`config.mk`:
```
export PLATFORM = sky130hd
export DESIGN_NAME = ogtb_trim_bank
export DESIGN_NICKNAME = d
export VERILOG_FILES = /design/src/hdl/ogtb_trim_bank.v
export VERILOG_INCLUDE_DIRS = /design/src /design/src/hdl
export SDC_FILE = /design/constraint.sdc
export NUM_CORES = 1
export LEC_CHECK = 0
export ABC_AREA = 1
export BUFFER_PORTS_ARGS = -buffer_cell sky130_fd_sc_hd__buf_2
export CAP_MARGIN = 15
export CORE_MARGIN = 5
export CORE_UTILIZATION = 49
export DETAILED_ROUTE_END_ITERATION = 10
export PLACE_DENSITY = 0.76
export REMOVE_ABC_BUFFERS = 1
export SLEW_MARGIN = 25
export SYNTH_ARGS = -nofsm -noshare
export SYNTH_HDL_FRONTEND = slang
export SYNTH_SLANG_ARGS = --single-unit
```
`constraint.sdc`:
```
create_clock -name CLOCK -period 1.5 [get_ports CLOCK]
set_clock_uncertainty 0.15 [all_clocks]
set_input_delay 0.075 -clock CLOCK [delete_from_list [all_inputs] [get_ports CLOCK]]
set_output_delay 0.075 -clock CLOCK [all_outputs]
set_load 0.1 [all_outputs]
```
`src/hdl/ogtb_consts.vh`:
```
// offset and fine gain trim bank: addresses, field layout and reset values
// assumes byte addresses on a 12-bit register port with 16-bit data
`ifndef OGTB_CONSTS_VH
`define OGTB_CONSTS_VH

`define OGTB_ADDR_W 12
`define OGTB_DATA_W 16

`define OGTB_OFFS_A_SINGLE_INA_ADDR 12'h0348
`define OGTB_OFFS_A_SINGLE_INB_ADDR 12'h034a
`define OGTB_OFFS_B_INA_ADDR 12'h034c
`define OGTB_OFFS_B_INB_ADDR 12'h034e
`define OGTB_GAIN_A_BANK0_ADDR 12'h0350
`define OGTB_GAIN_A_BANK1_ADDR 12'h0351
`define OGTB_CTRL_ADDR 12'h0360
`define OGTB_STATUS_ADDR 12'h0362

`define OGTB_OFFS_W 12
`define OGTB_GAIN_W 5
`define OGTB_OFFS_REG_W 16
`define OGTB_GAIN_REG_W 8
`define OGTB_OFFS_RESET 16'h0000
`define OGTB_GAIN_RESET 8'h00

`define OGTB_CTRL_CAL_EN_BIT 0
`define OGTB_CTRL_SINGLE_BIT 1
`define OGTB_CTRL_INSEL_BIT 2
`define OGTB_CTRL_W 3
`define OGTB_CTRL_RESET 3'h0

`endif

```
`src/hdl/ogtb_trim_bank.v`:
```
// offset and fine gain trim register bank with correction routing
// assumes one 100 MHz clock, synchronous register strobes and stable fuse inputs
`timescale 1ns/1ns
`include "ogtb_consts.vh"

module ogtb_trim_bank #(
  parameter ADDR_W = `OGTB_ADDR_W,
  parameter DATA_W = `OGTB_DATA_W
) (
  input wire CLOCK,
  input wire ARST_N,
  input wire [ADDR_W-1:0] ADDR,
  input wire [DATA_W-1:0] WDATA,
  input wire WRITE,
  input wire READ,
  output reg [DATA_W-1:0] RDATA,
  input wire [11:0] FUSE_OFFS_A_INA,
  input wire [11:0] FUSE_OFFS_A_INB,
  input wire [11:0] FUSE_OFFS_B_INA,
  input wire [11:0] FUSE_OFFS_B_INB,
  input wire [4:0] FUSE_GAIN_A0,
  input wire [4:0] FUSE_GAIN_A1,
  output reg [11:0] OFFS_A,
  output reg OFFS_A_VALID,
  output reg [11:0] OFFS_B,
  output reg OFFS_B_VALID,
  output reg [4:0] GAIN_A0,
  output reg [4:0] GAIN_A1,
  output reg GAIN_VALID
);

  ////////////////////////////////////////////////////////////////////////////
  // storage
  reg [15:0] offs_a_single_ina_trim_reg;
  reg [15:0] offs_a_single_inb_trim_reg;
  reg [15:0] offs_b_ina_trim_reg;
  reg [15:0] offs_b_inb_trim_reg;
  reg [7:0] fine_gain_a_bank0_dual_reg;
  reg [7:0] fine_gain_a_bank1_dual_reg;
  reg [2:0] ctrl_reg;
  reg fuse_loaded_reg;
  reg [DATA_W-1:0] rdata_next;

  wire cal_en = ctrl_reg[`OGTB_CTRL_CAL_EN_BIT];
  wire single_mode = ctrl_reg[`OGTB_CTRL_SINGLE_BIT];
  wire in_sel = ctrl_reg[`OGTB_CTRL_INSEL_BIT];
  wire wr_ok = WRITE && fuse_loaded_reg;

  function [11:0] offs_field;
    input [15:0] word;
    begin
      offs_field = word[11:0];
    end
  endfunction

  function addr_match;
    input [ADDR_W-1:0] addr;
    input [ADDR_W-1:0] target;
    begin
      addr_match = (addr == target);
    end
  endfunction

  ////////////////////////////////////////////////////////////////////////////
  // write enables, held off during the fuse load cycle
  wire we_offs_a_ina = wr_ok && addr_match(ADDR, `OGTB_OFFS_A_SINGLE_INA_ADDR);
  wire we_offs_a_inb = wr_ok && addr_match(ADDR, `OGTB_OFFS_A_SINGLE_INB_ADDR);
  wire we_offs_b_ina = wr_ok && addr_match(ADDR, `OGTB_OFFS_B_INA_ADDR);
  wire we_offs_b_inb = wr_ok && addr_match(ADDR, `OGTB_OFFS_B_INB_ADDR);
  wire we_gain_a0 = wr_ok && addr_match(ADDR, `OGTB_GAIN_A_BANK0_ADDR);
  wire we_gain_a1 = wr_ok && addr_match(ADDR, `OGTB_GAIN_A_BANK1_ADDR);
  wire we_ctrl = wr_ok && addr_match(ADDR, `OGTB_CTRL_ADDR);

  ////////////////////////////////////////////////////////////////////////////
  // registers: constant at reset, trim words take fuse defaults on the first edge after release
  always @(posedge CLOCK or negedge ARST_N) begin
    if (!ARST_N) begin
      fuse_loaded_reg <= 1'b0;
    end else begin
      fuse_loaded_reg <= 1'b1;
    end
  end

  // converter a, single mode, first input; reserved bits load as zero
  always @(posedge CLOCK or negedge ARST_N) begin
    if (!ARST_N) begin
      offs_a_single_ina_trim_reg <= `OGTB_OFFS_RESET;
    end else if (!fuse_loaded_reg) begin
      offs_a_single_ina_trim_reg <= {4'h0, FUSE_OFFS_A_INA};
    end else if (we_offs_a_ina) begin
      offs_a_single_ina_trim_reg <= WDATA;
    end
  end

  // converter a, single mode, second input
  always @(posedge CLOCK or negedge ARST_N) begin
    if (!ARST_N) begin
      offs_a_single_inb_trim_reg <= `OGTB_OFFS_RESET;
    end else if (!fuse_loaded_reg) begin
      offs_a_single_inb_trim_reg <= {4'h0, FUSE_OFFS_A_INB};
    end else if (we_offs_a_inb) begin
      offs_a_single_inb_trim_reg <= WDATA;
    end
  end

  // converter b, first input, single mode only
  always @(posedge CLOCK or negedge ARST_N) begin
    if (!ARST_N) begin
      offs_b_ina_trim_reg <= `OGTB_OFFS_RESET;
    end else if (!fuse_loaded_reg) begin
      offs_b_ina_trim_reg <= {4'h0, FUSE_OFFS_B_INA};
    end else if (we_offs_b_ina) begin
      offs_b_ina_trim_reg <= WDATA;
    end
  end

  // converter b, second input, both modes
  always @(posedge CLOCK or negedge ARST_N) begin
    if (!ARST_N) begin
      offs_b_inb_trim_reg <= `OGTB_OFFS_RESET;
    end else if (!fuse_loaded_reg) begin
      offs_b_inb_trim_reg <= {4'h0, FUSE_OFFS_B_INB};
    end else if (we_offs_b_inb) begin
      offs_b_inb_trim_reg <= WDATA;
    end
  end

  // converter a fine gain, bank 0
  always @(posedge CLOCK or negedge ARST_N) begin
    if (!ARST_N) begin
      fine_gain_a_bank0_dual_reg <= `OGTB_GAIN_RESET;
    end else if (!fuse_loaded_reg) begin
      fine_gain_a_bank0_dual_reg <= {3'h0, FUSE_GAIN_A0};
    end else if (we_gain_a0) begin
      fine_gain_a_bank0_dual_reg <= WDATA[7:0];
    end
  end

  // converter a fine gain, bank 1
  always @(posedge CLOCK or negedge ARST_N) begin
    if (!ARST_N) begin
      fine_gain_a_bank1_dual_reg <= `OGTB_GAIN_RESET;
    end else if (!fuse_loaded_reg) begin
      fine_gain_a_bank1_dual_reg <= {3'h0, FUSE_GAIN_A1};
    end else if (we_gain_a1) begin
      fine_gain_a_bank1_dual_reg <= WDATA[7:0];
    end
  end

  // mode control, no fuse default
  always @(posedge CLOCK or negedge ARST_N) begin
    if (!ARST_N) begin
      ctrl_reg <= `OGTB_CTRL_RESET;
    end else if (we_ctrl) begin
      ctrl_reg <= WDATA[2:0];
    end
  end

  ////////////////////////////////////////////////////////////////////////////
  // read back, data valid only in the cycle after the strobe
  always @* begin
    rdata_next = {DATA_W{1'b0}};
    case (ADDR)
      `OGTB_OFFS_A_SINGLE_INA_ADDR: rdata_next = offs_a_single_ina_trim_reg;
      `OGTB_OFFS_A_SINGLE_INB_ADDR: rdata_next = offs_a_single_inb_trim_reg;
      `OGTB_OFFS_B_INA_ADDR: rdata_next = offs_b_ina_trim_reg;
      `OGTB_OFFS_B_INB_ADDR: rdata_next = offs_b_inb_trim_reg;
      `OGTB_GAIN_A_BANK0_ADDR: rdata_next = {8'h00, fine_gain_a_bank0_dual_reg};
      `OGTB_GAIN_A_BANK1_ADDR: rdata_next = {8'h00, fine_gain_a_bank1_dual_reg};
      `OGTB_CTRL_ADDR: rdata_next = {13'h0000, ctrl_reg};
      `OGTB_STATUS_ADDR: rdata_next = {12'h000, GAIN_VALID, OFFS_B_VALID, OFFS_A_VALID,
                                       fuse_loaded_reg};
      default: rdata_next = {DATA_W{1'b0}};
    endcase
  end

  always @(posedge CLOCK or negedge ARST_N) begin
    if (!ARST_N) begin
      RDATA <= {DATA_W{1'b0}};
    end else if (READ) begin
      RDATA <= rdata_next;
    end else begin
      RDATA <= {DATA_W{1'b0}};
    end
  end

  ////////////////////////////////////////////////////////////////////////////
  // correction routing, code is {cal_en, single_mode, in_sel}
  localparam [2:0] route_off_dual_ina = 3'h0;
  localparam [2:0] route_off_dual_inb = 3'h1;
  localparam [2:0] route_off_single_ina = 3'h2;
  localparam [2:0] route_off_single_inb = 3'h3;
  localparam [2:0] route_dual_ina = 3'h4;
  localparam [2:0] route_dual_inb = 3'h5;
  localparam [2:0] route_single_ina = 3'h6;
  localparam [2:0] route_single_inb = 3'h7;
  wire [2:0] route_code = {cal_en, single_mode, in_sel};
  reg [11:0] offs_a_next;
  reg offs_a_valid_next;
  reg [11:0] offs_b_next;
  reg offs_b_valid_next;
  reg [4:0] gain_a0_next;
  reg [4:0] gain_a1_next;
  reg gain_valid_next;

  // converter a: only the single-mode words live here
  always @* begin
    offs_a_next = 12'h000;
    offs_a_valid_next = 1'b0;
    case (route_code)
      route_single_ina: begin
        offs_a_next = offs_field(offs_a_single_ina_trim_reg);
        offs_a_valid_next = 1'b1;
      end
      route_single_inb: begin
        offs_a_next = offs_field(offs_a_single_inb_trim_reg);
        offs_a_valid_next = 1'b1;
      end
      route_off_dual_ina, route_off_dual_inb, route_off_single_ina, route_off_single_inb: begin
        offs_a_next = 12'h000;
        offs_a_valid_next = 1'b0;
      end
      default: begin
        offs_a_next = 12'h000;
        offs_a_valid_next = 1'b0;
      end
    endcase
  end

  // converter b: dual mode always samples the second input
  always @* begin
    offs_b_next = 12'h000;
    offs_b_valid_next = 1'b0;
    case (route_code)
      route_single_ina: begin
        offs_b_next = offs_field(offs_b_ina_trim_reg);
        offs_b_valid_next = 1'b1;
      end
      route_single_inb: begin
        offs_b_next = offs_field(offs_b_inb_trim_reg);
        offs_b_valid_next = 1'b1;
      end
      route_dual_ina, route_dual_inb: begin
        offs_b_next = offs_field(offs_b_inb_trim_reg);
        offs_b_valid_next = 1'b1;
      end
      route_off_dual_ina, route_off_dual_inb, route_off_single_ina, route_off_single_inb: begin
        offs_b_next = 12'h000;
        offs_b_valid_next = 1'b0;
      end
      default: begin
        offs_b_next = 12'h000;
        offs_b_valid_next = 1'b0;
      end
    endcase
  end

  // fine gains only in dual mode
  always @* begin
    gain_a0_next = 5'h00;
    gain_a1_next = 5'h00;
    gain_valid_next = 1'b0;
    case (route_code)
      route_dual_ina, route_dual_inb: begin
        gain_a0_next = fine_gain_a_bank0_dual_reg[4:0];
        gain_a1_next = fine_gain_a_bank1_dual_reg[4:0];
        gain_valid_next = 1'b1;
      end
      route_off_dual_ina, route_off_dual_inb, route_off_single_ina, route_off_single_inb: begin
        gain_a0_next = 5'h00;
        gain_a1_next = 5'h00;
        gain_valid_next = 1'b0;
      end
      default: begin
        gain_a0_next = 5'h00;
        gain_a1_next = 5'h00;
        gain_valid_next = 1'b0;
      end
    endcase
  end

  ////////////////////////////////////////////////////////////////////////////
  // registered outputs, one cycle behind the stored words and the mode
  always @(posedge CLOCK or negedge ARST_N) begin
    if (!ARST_N) begin
      OFFS_A <= 12'h000;
      OFFS_A_VALID <= 1'b0;
    end else begin
      OFFS_A <= offs_a_next;
      OFFS_A_VALID <= offs_a_valid_next;
    end
  end

  always @(posedge CLOCK or negedge ARST_N) begin
    if (!ARST_N) begin
      OFFS_B <= 12'h000;
      OFFS_B_VALID <= 1'b0;
    end else begin
      OFFS_B <= offs_b_next;
      OFFS_B_VALID <= offs_b_valid_next;
    end
  end

  always @(posedge CLOCK or negedge ARST_N) begin
    if (!ARST_N) begin
      GAIN_A0 <= 5'h00;
      GAIN_A1 <= 5'h00;
      GAIN_VALID <= 1'b0;
    end else begin
      GAIN_A0 <= gain_a0_next;
      GAIN_A1 <= gain_a1_next;
      GAIN_VALID <= gain_valid_next;
    end
  end

endmodule

```
==> metrics.md <==
| Metric | Value |
|---|---|
| Outcome | `finished, violations left` |
| Failing checks | `hold timing` |
| Post-synth top area cell | `dfrtp_1` |
| Max Slew Vio Count | `0` |
| Tmin final | `1.487 ns` |
| Data arrival time at the worst-slack endpoint | `1.70 ns` |
| CTS tree | `yes` |
| Post-synthesis cell count | `806` |
| Core Util, Final | `0.7076` |
| Rows | `42` |
| Synth Area in Compound Gates | `0.1330` |
| All-Layer GR Usage | `0.2830` |
| Area contributors post-synth | `dfrtp_1 52%, nand2_1 13%, inv_1 5.1%, nand3_1 4.9%, o21ai_0 4.7%` |
| Number of detailed-route iterations in the first pass | `6` |
| Max_cap viols | `0` |
| RD Place Congestion | `0.9083` |
| Final hold vios | `12` |
| Sink Count | `137` |
| Port bufs | `142` |
| Largest family of logic cells by synthesized area | `simple AND/OR/NAND/NOR gates` |
| Worst R2R End | `OFFS_A[6]` |
| Clock-pin transition on the worst setup and hold timing paths | `0.06 ns` |
| Peak supply drop | `0.7355 mV` |
| Most common cell after layout, fill and taps aside | `nand2_1` |
| Most frequent cells in the layout | `234 x nand2_1, 141 x buf_2, 137 x dfrtp_1, 88 x inv_1, 76 x dlygate4sd3_1` |
| FMAX | `0.6723 GHz` |
| Final #Nets | `1169` |
| Routed Wire Length | `22.47 mm` |
| Slack of the critical path | `0.01264 ns` |
| Number of global-route vias before repair | `6758` |
| Final ANT Viol Nets | `0` |
| # IOs | `143` |
| # diodes | `0` |
| Die ar. | `0.01586 mm²` |
| Tot Pwr | `9108 µW` |
| Chip Height | `126.0 µm` |
| Htree depth | `4` |
| Final Instance Area | `0.009334 mm²` |
| CP max-delay cell | `dfrtp_1` |
| Place WS | `-0.07977 ns` |
| Filler cells | `934` |
| Final setup vio count | `0` |
| DRC viols | `0` |
| Synth Register Bits | `137` |
| Skew-Pair Late Insertion Delay | `0.43 ns` |
| HP Class | `primary input to async pin` |
| Starting Density | `0.4994` |
| Synth cell types | `32` |
| WL/cell | `17.72 µm` |
| Min Hold Slack | `-0.01949 ns` |
| Initial antenna violation count | `0` |
| Pleak | `0.004962 µW` |
| RSZ-0062 raised after global routing | `true` |
| Worst Setup Start Kind | `flop` |
| Die X | `126.0 µm` |
| CP Class | `flop to flop` |
| Post-DP HPWL | `14.25 mm` |
| Syn_area_per_cell | `8.173 µm²` |
| Flop2flop setup slack | `0.01 ns` |
| Seq/Total Area, Yosys | `0.5204` |
| Largest net degree at the start of global routing | `39` |
| Syn Std Cell Area | `0.006588 mm²` |
| Post-Synth Adder-Cell Area | `0` |
| CORE AREA | `0.01319 mm²` |
| PD cells | `975.8 mW/mm²` |
| Critical Path RT | `1.72 ns` |
| Routed vias | `6795` |
| Via-per-instance ratio | `5.359` |
| Post-synthesis simple-gate area fraction | `0.2591` |
| Share of the synthesized area in the top cell type | `0.5204` |
| Total congestion overflow | `0` |
| CP Max Fanout | `11` |
| Layout cells sized above 1 | `0.2866` |
| Worst-case clock buffer depth | `2` |
| Tcrit/Tclk final | `0.9916` |
| Max stage delay on crit path | `0.42 ns` |
| Number of CTS-inserted buffers | `17` |
| Initial DRC Count | `722` |
| Mux cell area share after synthesis | `0` |
| Post-place instance area | `0.007929 mm²` |
| Worst R2R Path Depth | `7` |
| Reg-to-reg critical path startpoint | `ctrl_reg[1]` |
| Syn. warnings | `0` |
| Area growth syn-to-layout | `41.69%` |
| Root buf cell | `clkbuf_16` |
| Crit. End Element | `flop` |
| CP Cell Sequence | `nand2_1 -> inv_2 -> a21oi_4 -> buf_6 -> nand3_1 -> o21ai_0 -> buf_4` |
| Post-synthesis xor/xnor area fraction | `0` |
| Global-route wire length before repair | `35.00 mm` |
critical path, delay by kind of cell, from the launching register on:
| family | cells | cell delay [ns] |
|---|---|---|
| AOI/OAI and AO/OA | 2 | 0.26 |
| buffers and inverters | 3 | 0.41 |
| DFF | 1 | 0.42 |
| and+or+nand+nor | 2 | 0.18 |
cell usage after synthesis:
cell type	number
clkinv_2	2
clkinv_1	2
nand3_2	1
nor2_1	47
nand3_1	64
nand3_4	1
clkbuf_2	1
buf_1	1
nand2_2	9
nor2_8	1
o21ai_1	15
a21oi_2	1
nor2_4	6
buf_2	12
nand2_4	5
o21ai_0	62
nand4_1	2
clkbuf_1	9
inv_1	90
o21a_1	2
o21ai_2	21
inv_4	1
a22oi_1	5
o22ai_1	14
nand2_1	235
o211ai_1	3
conb_1	1
buf_6	7
inv_2	8
nor2_2	14
dfrtp_1	137
a21oi_1	27
cells by family after synthesis:
group,count (synthesis)
other,1
AND/OR/NAND/NOR,385
flip-flops,137
AO/OA/AOI/OAI,150
buffers and inverters,133
worst max-delay path by stage:
stage,startpoint,endpoint,slack (ns),cells past startpoint
floorplan,fuse_loaded_reg,offs_b_inb_trim_reg[11],-1.70,5
global placement,ctrl_reg[1],OFFS_B[3],-0.05,6
detailed placement,ADDR[9],offs_a_single_ina_trim_reg[8],-0.08,12
CTS,ctrl_reg[1],OFFS_A[6],0.01,7
global route,ctrl_reg[1],OFFS_A[6],-0.02,7
finish,ctrl_reg[1],OFFS_A[6],0.01,7
through the flow:
step / std cells / setup TNS, ns / hold WS (ns)
after global routing: 1268 / -0.03189 / 0.01940
final: 1268 / 0 / -0.01949
after floorplan: 776 / -83.36 / -0.3706
after global placement: 1157 / -0.7652 / -0.1306
after detailed placement: 1157 / -1.739 / -0.1214
after CTS: 1265 / 0 / -0.02236
layer usage:
metal  wire, µm  track usage  up-vias
li1           -            -     3097
met3       2376      0.07070       85
met4        944       0.1470        0
met1       8405       0.3474     3156
met5          0            0        -
met2      10740       0.4632      457
timing repair:
item / 4_1_cts / 5_1_grt
resized for setup: 2 / 15
setup endpoints to repair: 10 / 39
hold buffers: 76 / 0
hold endpoints to repair: 233 / 0
setup buffers: 0 / 3
pin swaps: 0 / 2
layout make-up:
| type | instances | area [µm²] | area share |
|---|---|---|---|
| flip-flops and latches | 137 | 3428 | 0.3673 |
| multi-input cells | 536 | 2609 | 0.2795 |
| repair buffers | 284 | 2117 | 0.2268 |
| clock buffers | 25 | 495.5 | 0.05308 |
| inverters | 103 | 397.9 | 0.04263 |
| well taps | 176 | 220.2 | 0.02359 |
| clock inverters | 7 | 66.31 | 0.007105 |
report_power, final:
part | internal, µW | leakage (µW) | total [µW] | switching (µW)
sequential | 3910 | 0.00180 | 4040 | 137
clock | 2450 | 0.000277 | 4010 | 1560
combinational | 457 | 0.00289 | 1060 | 600
Note: power is estimated with default switching activity, not from simulation.
